<file path="src/core/dev_ctrl_pkg.sv">
package dev_ctrl_pkg;

    // register offsets in the function's configuration space
    localparam logic [7:0]  DEV_CTRL_OFS     = 8'ha8;
    localparam logic [7:0]  GEN_CTRL_OFS     = 8'hb0;
    localparam logic [7:0]  BLOCK_STAT_OFS   = 8'hb4;

    // device_control field positions
    localparam int          RSVD_BIT         = 15;
    localparam int          RD_REQ_LSB       = 12;
    localparam int          NO_SNOOP_BIT     = 11;
    localparam int          AUX_PWR_BIT      = 10;
    localparam int          PHANTOM_BIT      = 9;
    localparam int          EXT_TAG_BIT      = 8;
    localparam int          PAYLOAD_LSB      = 5;
    localparam int          RELAX_ORD_BIT    = 4;

    // device_control values after reset, and its write mask
    localparam logic [2:0]  RD_REQ_RST_NET   = 3'h2;
    localparam logic [2:0]  RD_REQ_RST_OTHER = 3'h0;
    localparam logic [2:0]  PAYLOAD_RST      = 3'h0;
    localparam logic        NO_SNOOP_RST     = 1'h1;
    localparam logic        AUX_PWR_RST      = 1'h0;
    localparam logic        PHANTOM_RST      = 1'h0;
    localparam logic        EXT_TAG_RST      = 1'h0;
    localparam logic        RELAX_ORD_RST    = 1'h1;
    localparam logic [15:0] DEV_CTRL_WMASK   = 16'h7ff0;

    // general_control_reg: bit 0 permits no-snoop
    localparam int          GEN_NS_BIT       = 0;
    localparam logic        GEN_NS_RST       = 1'h1;

    // block status bits
    localparam int          STAT_AUX_BIT     = 0;
    localparam int          STAT_BUSY_BIT    = 1;
    localparam int          STAT_OVERSZ_BIT  = 2;

    // size encodings
    localparam logic [2:0]  RD_REQ_MAX_CODE  = 3'h4;
    localparam logic [2:0]  RD_REQ_FALLBACK  = 3'h0;
    localparam logic [12:0] SIZE_UNIT_BYTES  = 13'h0080;

    function automatic logic [12:0] code_to_bytes(input logic [2:0] code);
        code_to_bytes = SIZE_UNIT_BYTES << code;
    endfunction

endpackage

</file>
<file path="src/core/dev_ctrl_func.sv">
`timescale 1ns/100ps
module dev_ctrl_func #(
    parameter bit IS_NETWORK = 1'b1
) (
    input  wire logic        ref_clk,
    input  wire logic        nrst,
    input  wire logic        wr_en,
    input  wire logic [15:0] wdata,
    output logic [15:0]      ctrl_value
);
    import dev_ctrl_pkg::*;

    localparam logic [2:0] RD_REQ_RST = IS_NETWORK ? RD_REQ_RST_NET : RD_REQ_RST_OTHER;

    logic [15:0] ctrl_reg;
    logic [15:0] ctrl_next;
    logic [15:0] rst_value;

    // error reporting enables live elsewhere, so bits 3:0 stay zero here
    always_comb begin
        rst_value                            = 16'h0000;
        rst_value[RD_REQ_LSB +: 3]           = RD_REQ_RST;
        rst_value[NO_SNOOP_BIT]              = NO_SNOOP_RST;
        rst_value[AUX_PWR_BIT]               = AUX_PWR_RST;
        rst_value[PHANTOM_BIT]               = PHANTOM_RST;
        rst_value[EXT_TAG_BIT]               = EXT_TAG_RST;
        rst_value[PAYLOAD_LSB +: 3]          = PAYLOAD_RST;
        rst_value[RELAX_ORD_BIT]             = RELAX_ORD_RST;
    end

    // reserved bit 15 is masked out of every write
    assign ctrl_next  = wr_en ? (wdata & DEV_CTRL_WMASK) : ctrl_reg;

    always_ff @(posedge ref_clk) begin
        if (!nrst) begin
            ctrl_reg <= rst_value;
        end else begin
            ctrl_reg <= ctrl_next;
        end
    end

    assign ctrl_value = ctrl_reg;

endmodule

</file>
<file path="src/core/pcie_device_control_reg.sv">
`timescale 1ns/100ps
// Summary of operation
// - sixteen-bit read/write control register at a8h
// - each function owns its own register copy
// - read request size field caps read requests
// - read size resets 512 network, 128 otherwise
// - no-snoop needs this bit and general control
// - aux power enable permits aux power draw
// - aux permission is OR over all functions
// - phantom and extended tag bits do nothing
// - accept received payloads up to the smaller of programmed and supported size
// - split transmitted writes at the smaller of programmed and supported payload size
// - relaxed ordering attribute only while enabled
module pcie_device_control_reg #(
    parameter int                 NUM_FUNCS     = 2,
    parameter int                 FUNC_W        = 1,
    parameter logic [NUM_FUNCS-1:0] NET_FUNC_MASK = 2'h3,
    parameter int                 LEN_W         = 16,
    parameter logic [2:0]         PAYLOAD_SUPP  = 3'h1
) (
    input  wire logic              ref_clk,
    input  wire logic              nrst,
    input  wire logic [FUNC_W+7:0] reg_addr,
    input  wire logic [15:0]       reg_wdata,
    input  wire logic              reg_wr,
    input  wire logic              reg_rd,
    output logic [15:0]            reg_rdata,
    input  wire logic              aux_pme_pin,
    output logic                   aux_power_allowed,
    input  wire logic              xfer_start,
    input  wire logic              xfer_is_read,
    input  wire logic [FUNC_W-1:0] xfer_func,
    input  wire logic [LEN_W-1:0]  xfer_len,
    input  wire logic              xfer_relaxed_ok,
    input  wire logic              xfer_no_snoop_ok,
    output logic                   xfer_busy,
    output logic                   pkt_valid,
    input  wire logic              pkt_ready,
    output logic [LEN_W-1:0]       pkt_len,
    output logic                   pkt_last,
    output logic                   pkt_is_read,
    output logic                   pkt_relaxed,
    output logic                   pkt_no_snoop,
    input  wire logic              rx_valid,
    input  wire logic [FUNC_W-1:0] rx_func,
    input  wire logic [LEN_W-1:0]  rx_len,
    output logic                   rx_accept,
    output logic                   rx_oversize
);
    import dev_ctrl_pkg::*;

    // read request code: reserved codes fall back to the smallest size
    function automatic logic [12:0] rd_req_cap(input logic [15:0] ctrl);
        logic [2:0] code;
        code = ctrl[RD_REQ_LSB +: 3];
        if (code > RD_REQ_MAX_CODE) begin
            code = RD_REQ_FALLBACK;
        end
        rd_req_cap = code_to_bytes(code);
    endfunction

    // payload code: clamped to what the function advertises, guarding
    // against software that ignores the supported size
    function automatic logic [12:0] payload_cap(input logic [15:0] ctrl);
        logic [2:0] code;
        code = ctrl[PAYLOAD_LSB +: 3];
        if (code > PAYLOAD_SUPP) begin
            code = PAYLOAD_SUPP;
        end
        payload_cap = code_to_bytes(code);
    endfunction

    logic [15:0]          ctrl_value [NUM_FUNCS];
    logic [NUM_FUNCS-1:0] gen_ns_reg;
    logic [NUM_FUNCS-1:0] gen_ns_next;
    logic [NUM_FUNCS-1:0] ctrl_wr;
    logic [NUM_FUNCS-1:0] aux_bits;

    // address decode
    wire  [FUNC_W-1:0]    acc_func    = reg_addr[8 +: FUNC_W];
    wire  [7:0]           acc_ofs     = reg_addr[7:0];
    wire                  func_ok     = (int'(acc_func) < NUM_FUNCS);
    wire                  hit_ctrl    = func_ok && (acc_ofs == DEV_CTRL_OFS);
    wire                  hit_gen     = func_ok && (acc_ofs == GEN_CTRL_OFS);
    wire                  hit_stat    = (acc_ofs == BLOCK_STAT_OFS);

    // one register copy per function
    genvar f;
    generate
        for (f = 0; f < NUM_FUNCS; f++) begin : g_func
            assign ctrl_wr[f]     = reg_wr && hit_ctrl && (int'(acc_func) == f);
            assign aux_bits[f]    = ctrl_value[f][AUX_PWR_BIT];
            assign gen_ns_next[f] = (reg_wr && hit_gen && (int'(acc_func) == f)) ?
                                    reg_wdata[GEN_NS_BIT] : gen_ns_reg[f];

            dev_ctrl_func #(
                .IS_NETWORK (NET_FUNC_MASK[f])
            ) u_func (
                .ref_clk    (ref_clk),
                .nrst       (nrst),
                .wr_en      (ctrl_wr[f]),
                .wdata      (reg_wdata),
                .ctrl_value (ctrl_value[f])
            );
        end
    endgenerate

    always_ff @(posedge ref_clk) begin
        if (!nrst) begin
            gen_ns_reg <= {NUM_FUNCS{GEN_NS_RST}};
        end else begin
            gen_ns_reg <= gen_ns_next;
        end
    end

    // aux power event pin comes from outside the clock domain
    logic pme_meta_reg;
    logic pme_sync_reg;
    logic aux_allowed_reg;
    logic aux_allowed_next;

    always_ff @(posedge ref_clk) begin
        if (!nrst) begin
            pme_meta_reg <= 1'b0;
        end else begin
            pme_meta_reg <= aux_pme_pin;
        end
    end

    always_ff @(posedge ref_clk) begin
        if (!nrst) begin
            pme_sync_reg <= 1'b0;
        end else begin
            pme_sync_reg <= pme_meta_reg;
        end
    end

    // any one function's enable suffices, whatever the event signal does
    assign aux_allowed_next = (|aux_bits) || pme_sync_reg;

    always_ff @(posedge ref_clk) begin
        if (!nrst) begin
            aux_allowed_reg <= 1'b0;
        end else begin
            aux_allowed_reg <= aux_allowed_next;
        end
    end

    assign aux_power_allowed = aux_allowed_reg;

    // transfer request: the cap and attributes are frozen at start so a
    // register write mid-transfer cannot change packets already planned
    logic [15:0]      xfer_ctrl;
    logic             xfer_func_ok;
    logic [12:0]      xfer_cap;
    logic             xfer_take;
    logic             split_busy;
    logic             relaxed_next;
    logic             no_snoop_next;
    logic             is_read_reg;
    logic             relaxed_reg;
    logic             no_snoop_reg;

    assign xfer_func_ok  = (int'(xfer_func) < NUM_FUNCS);
    assign xfer_ctrl     = xfer_func_ok ? ctrl_value[xfer_func] : 16'h0000;
    assign xfer_cap      = xfer_is_read ? rd_req_cap(xfer_ctrl)
                                        : payload_cap(xfer_ctrl);
    assign xfer_take     = xfer_start && !split_busy && xfer_func_ok;
    // relaxed ordering only on writes, and only while enabled
    assign relaxed_next  = !xfer_is_read && xfer_relaxed_ok &&
                           xfer_ctrl[RELAX_ORD_BIT];
    assign no_snoop_next = xfer_no_snoop_ok && xfer_ctrl[NO_SNOOP_BIT] &&
                           gen_ns_reg[xfer_func];

    always_ff @(posedge ref_clk) begin
        if (!nrst) begin
            is_read_reg <= 1'b0;
        end else if (xfer_take) begin
            is_read_reg <= xfer_is_read;
        end
    end

    always_ff @(posedge ref_clk) begin
        if (!nrst) begin
            relaxed_reg <= 1'b0;
        end else if (xfer_take) begin
            relaxed_reg <= relaxed_next;
        end
    end

    always_ff @(posedge ref_clk) begin
        if (!nrst) begin
            no_snoop_reg <= 1'b0;
        end else if (xfer_take) begin
            no_snoop_reg <= no_snoop_next;
        end
    end

    // the splitter never offers a chunk above the frozen cap
    xfer_splitter #(
        .LEN_W (LEN_W)
    ) u_split (
        .ref_clk     (ref_clk),
        .nrst        (nrst),
        .start       (xfer_take),
        .total_len   (xfer_len),
        .cap_bytes   (xfer_cap),
        .chunk_ready (pkt_ready),
        .chunk_valid (pkt_valid),
        .chunk_len   (pkt_len),
        .chunk_last  (pkt_last),
        .busy        (split_busy)
    );

    assign xfer_busy    = split_busy;
    assign pkt_is_read  = is_read_reg;
    assign pkt_relaxed  = relaxed_reg;
    assign pkt_no_snoop = no_snoop_reg;

    // receive side size check
    logic        rx_func_ok;
    logic [12:0] rx_cap;
    logic        rx_fits;
    logic        rx_accept_reg;
    logic        rx_over_reg;
    logic        oversz_sticky_reg;
    logic        oversz_clr;
    logic        oversz_sticky_next;

    assign rx_func_ok = (int'(rx_func) < NUM_FUNCS);
    assign rx_cap     = rx_func_ok ? payload_cap(ctrl_value[rx_func]) : 13'h0000;
    assign rx_fits    = rx_func_ok && (rx_len <= LEN_W'(rx_cap));
    assign oversz_clr = reg_wr && hit_stat && reg_wdata[STAT_OVERSZ_BIT];
    // a new oversize event beats a clear in the same cycle
    assign oversz_sticky_next = (rx_valid && !rx_fits) ||
                                (oversz_sticky_reg && !oversz_clr);

    always_ff @(posedge ref_clk) begin
        if (!nrst) begin
            rx_accept_reg <= 1'b0;
        end else begin
            rx_accept_reg <= rx_valid && rx_fits;
        end
    end

    always_ff @(posedge ref_clk) begin
        if (!nrst) begin
            rx_over_reg <= 1'b0;
        end else begin
            rx_over_reg <= rx_valid && !rx_fits;
        end
    end

    // sticky until software writes one to its status bit
    always_ff @(posedge ref_clk) begin
        if (!nrst) begin
            oversz_sticky_reg <= 1'b0;
        end else begin
            oversz_sticky_reg <= oversz_sticky_next;
        end
    end

    assign rx_accept   = rx_accept_reg;
    assign rx_oversize = rx_over_reg;

    // read data: valid only in the cycle after the read strobe
    logic [15:0] rd_mux;
    logic [15:0] rd_ctrl;
    logic [15:0] rd_gen;
    logic [15:0] rd_stat;
    logic [15:0] stat_value;
    logic [15:0] rdata_reg;
    logic [15:0] rdata_next;

    always_comb begin
        stat_value                  = 16'h0000;
        stat_value[STAT_AUX_BIT]    = aux_allowed_reg;
        stat_value[STAT_BUSY_BIT]   = split_busy;
        stat_value[STAT_OVERSZ_BIT] = oversz_sticky_reg;
    end

    // offsets never overlap, so at most one term is non-zero; unmapped
    // offsets read as zero, and so do absent functions at every offset except block status
    assign rd_ctrl    = hit_ctrl ? ctrl_value[acc_func] : 16'h0000;
    assign rd_gen     = hit_gen ? {15'h0000, gen_ns_reg[acc_func]} : 16'h0000;
    assign rd_stat    = hit_stat ? stat_value : 16'h0000;
    assign rd_mux     = rd_ctrl | rd_gen | rd_stat;
    assign rdata_next = reg_rd ? rd_mux : 16'h0000;

    always_ff @(posedge ref_clk) begin
        if (!nrst) begin
            rdata_reg <= 16'h0000;
        end else begin
            rdata_reg <= rdata_next;
        end
    end

    assign reg_rdata = rdata_reg;

endmodule

</file>
<file path="src/core/xfer_splitter.sv">
`timescale 1ns/100ps
module xfer_splitter #(
    parameter int LEN_W = 16
) (
    input  wire logic             ref_clk,
    input  wire logic             nrst,
    input  wire logic             start,
    input  wire logic [LEN_W-1:0] total_len,
    input  wire logic [12:0]      cap_bytes,
    input  wire logic             chunk_ready,
    output logic                  chunk_valid,
    output logic [LEN_W-1:0]      chunk_len,
    output logic                  chunk_last,
    output logic                  busy
);
    typedef enum logic {SPLIT_IDLE, SPLIT_RUN} split_state_e;

    split_state_e     state_reg;
    logic [LEN_W-1:0] rem_reg;
    logic [LEN_W-1:0] cap_reg;
    logic             valid_reg;
    logic [LEN_W-1:0] len_reg;
    logic             last_reg;
    logic             busy_reg;
    logic [LEN_W-1:0] take;
    logic             advance;

    assign take    = (rem_reg > cap_reg) ? cap_reg : rem_reg;
    // a chunk still on offer holds until the consumer takes it
    assign advance = !valid_reg || chunk_ready;

    always_ff @(posedge ref_clk) begin
        if (!nrst) begin
            state_reg <= SPLIT_IDLE;
            rem_reg   <= '0;
            cap_reg   <= '0;
            valid_reg <= 1'b0;
            len_reg   <= '0;
            last_reg  <= 1'b0;
            busy_reg  <= 1'b0;
        end else begin
            unique case (state_reg)
                SPLIT_IDLE: begin
                    if (start && total_len != '0) begin
                        rem_reg   <= total_len;
                        cap_reg   <= LEN_W'(cap_bytes);
                        busy_reg  <= 1'b1;
                        state_reg <= SPLIT_RUN;
                    end
                end
                SPLIT_RUN: begin
                    if (advance) begin
                        if (rem_reg == '0) begin
                            valid_reg <= 1'b0;
                            last_reg  <= 1'b0;
                            busy_reg  <= 1'b0;
                            state_reg <= SPLIT_IDLE;
                        end else begin
                            valid_reg <= 1'b1;
                            len_reg   <= take;
                            last_reg  <= (rem_reg <= cap_reg);
                            rem_reg   <= rem_reg - take;
                        end
                    end
                end
            endcase
        end
    end

    assign chunk_valid = valid_reg;
    assign chunk_len   = len_reg;
    assign chunk_last  = last_reg;
    assign busy        = busy_reg;

endmodule

</file>
<file path="config.mk">
export PLATFORM = sky130hd
export DESIGN_NAME = pcie_device_control_reg
export DESIGN_NICKNAME = d
export VERILOG_FILES = /design/src/core/dev_ctrl_pkg.sv /design/src/core/dev_ctrl_func.sv /design/src/core/pcie_device_control_reg.sv /design/src/core/xfer_splitter.sv
export SDC_FILE = /design/constraint.sdc
export NUM_CORES = 1
export LEC_CHECK = 0
export ABC_AREA = 1
export BUFFER_PORTS_ARGS = -buffer_cell sky130_fd_sc_hd__clkbuf_2
export CORE_MARGIN = 4
export CORE_UTILIZATION = 45
export CTS_BUF_LIST = sky130_fd_sc_hd__clkbuf_8
export CTS_CLUSTER_SIZE = 30
export DETAILED_ROUTE_END_ITERATION = 12
export PLACE_DENSITY = 0.79
export SLEW_MARGIN = 25
export SYNTH_ARGS = -nofsm -noshare
export SYNTH_HDL_FRONTEND = slang
export SYNTH_HIERARCHICAL = 1
export SYNTH_SLANG_ARGS = --single-unit
export TNS_END_PERCENT = 1
</file>
<file path="constraint.sdc">
create_clock -name ref_clk -period 4.6 [get_ports ref_clk]
set_input_delay 0.92 -clock ref_clk [delete_from_list [all_inputs] [get_ports ref_clk]]
set_output_delay 0.92 -clock ref_clk [all_outputs]
set_load 0.005 [all_outputs]
</file>
==> out/qor.yml <==
status: "completed"
num_io_pins: 111
min_period_ns: 3.86
power_density_mw_per_mm2: 442
tns_ns: 0
postRouteAntennaNets: 0
clock.fmax_mhz: 259
drtIter0Drc: 273
max_slew_margin_pct: 55.9
final_layout_size_suffix_gt1_share_pct: 20.2
synth.avg_cell_area_um2: 6.87
largest_reg_flops: 22
numCtsBuffers: 9
worst_hold_slack_ns: 0.426
synth_cell_types: 44
grt_util_all_layers_pct: 19.4
syn_area_mm2: 0.00584
route.detailed.drc: 0
fp-row-count: 41
postCtsSetupRepairBufs: 0
core_area_mm2: 0.0127
synth_top_area_share_pct: 33.6
port_buffers: 107
skew_ns: 0.0164
tightest_slew_ns: 0.660
die_w_um: 122
ctsResizeCount: 0
p_leak_uw: 0.00337
min_path_type: "reg -> reg"
via_count: 5512
die_y_um: 122
die_area_mm2: 0.0149
antenna_found_initial: 0
period_share_pct: 83.8
async_flop_share_pct: 0
critical_path.startpoint_type: "flop"
clockBufferDepth: 2
rsz0062_at_grt: "no"
start_util_pct: 46.1
critPathRequiredTime_ns: 4.90
grt_pass1_wl_mm: 23.2
drt-total-wl_mm: 14.0
drv_cap: 0
cts_tree: "done"
yosys.area.top_type: "dfxtp_1"
cts_root_buf: "clkbuf_8"
synthFlopType: "dfxtp_1"
cpMaxStageDelayCell: "dfxtp_1"
crit_fanout: 10
via_per_inst: 4.88
cpLargestDelayFamily: "simple AND/OR/NAND/NOR gates"
cpMostUsedCell: "nand2_1"
dr.pass1.iters: 5
cts_hold_buffers: 0
path_class: "reg -> reg"
syn_inst: 850
grt_max_degree: 45
h-tree-depth: 3
first_global_vias: 5036
endpoint_kind: "flop"
max_stage_delay_ns: 0.40
ys_warn_count: 6
routabilityCongestion: 0.848
yosysMostFrequentCell: "nand2_1"
grt_overflow: 0
synth_area_leaders: "dfxtp_1, nand2_1, inv_1, nor2_1, ha_1"
clk_latency_ns: 0.38
nNetsFinal: 1050
area_growth_pct: 13.8
synth-edff-count: 0
cp_num_buf_inv: 3
crit_arrival_ns: 4.15
antenna_cells: 0
irDropWorstVdd_mv: 0.197
path_clk_slew_ns: 0.11
final_core_util_pct: 52.4
cts.sinks: 98
netlist_top_cells_count: "nand2_1, inv_1, dfxtp_1, nor2_1, nand3_1"
synth_seq_area_share_pct: 33.6
slew_viol_final: 0
dpl.hpwl_mm: 10.5
setup_viol: 0
hold_viol: 0
wire_per_inst_um: 12.4
ys_ff_latch: 98
==> worst min-delay path, stage by stage, from the launching register on <==
cell and delay (ns):
dfxtp_1 0.31, nand2_1 0.05, inv_1 0.03
==> per-stage QoR <==
stage / instances / instance area, µm² / worst slack, ns / total power (µW)
global route: 1129 / 6640 / 0.394 / 3200
global placement: 1113 / 6460 / 0.859 / 2370
finish: 1129 / 6640 / 0.745 / 2940
detailed placement: 1113 / 6460 / 0.802 / 2400
floorplan: 865 / 5890 / 1.17 / 2100
CTS: 1129 / 6640 / 0.760 / 2950
==> final timing paths <==
kind | start | to | slack (ns) | cells past startpoint
worst min register to register | pme_meta_reg | pme_sync_reg | 0.43 | 2
worst min-delay path | pme_meta_reg | pme_sync_reg | 0.43 | 2
worst max register to register | u_split/cap_reg[9] | u_split/rem_reg[8] | 0.74 | 26
worst max-delay path | u_split/cap_reg[9] | u_split/rem_reg[8] | 0.74 | 26
==> layer usage <==
metal	up-vias	part of all wire [%]	track usage, %
met5	-	0	0
met4	0	1.4	6.23
met3	13	5.3	3.57
met2	121	47	33.3
met1	2475	46	24.8
li1	2903	-	-
==> layout by cell type (no fill, tap or decap), types with 4 or more instances in the layout <==
cell / instances
inv_1: 114
nor3_1: 6
clkbuf_2: 107
o211ai_1: 15
inv_2: 9
nand2_2: 7
buf_4: 7
nor2_1: 98
nand3_1: 53
a211oi_1: 4
conb_1: 19
dfxtp_1: 98
nor2_2: 13
nand3_2: 5
a21oi_1: 50
a21oi_2: 9
nand4_1: 14
clkbuf_8: 9
nor4_1: 8
ha_1: 27
o21ai_0: 38
nand2_1: 201
==> area by class of cell <==
| type | count | area [µm²] |
|---|---|---|
| Timing Repair Buffer | 114 | 588 |
| Inverter | 123 | 462 |
| Fill cell | 1290 | 6030 |
| Multi-Input combinational cell | 606 | 3230 |
| Clock buffer | 9 | 124 |
| Clock inverter | 7 | 62.6 |
| Tap cell | 172 | 215 |
| Sequential cell | 98 | 1960 |
==> logic make-up after synthesis <==
kind of cell	synth area share [%]
AO/OA/AOI/OAI	13.0
XOR/XNOR	0.750
adder cells (fa/ha/maj)	6.13
buffers and inverters	12.2
flip-flops	33.6
multiplexers	0.343
other	0.257
AND/OR/NAND/NOR	33.7
==> report_power, final <==
part	total, µW	switching [µW]	internal, µW	leakage (µW)
Clock	548	339	209	0.0000970
Combinational	1400	873	524	0.00247
Sequential	992	72.7	920	0.000801
No activity file was read; power rests on OpenSTA's default activity.
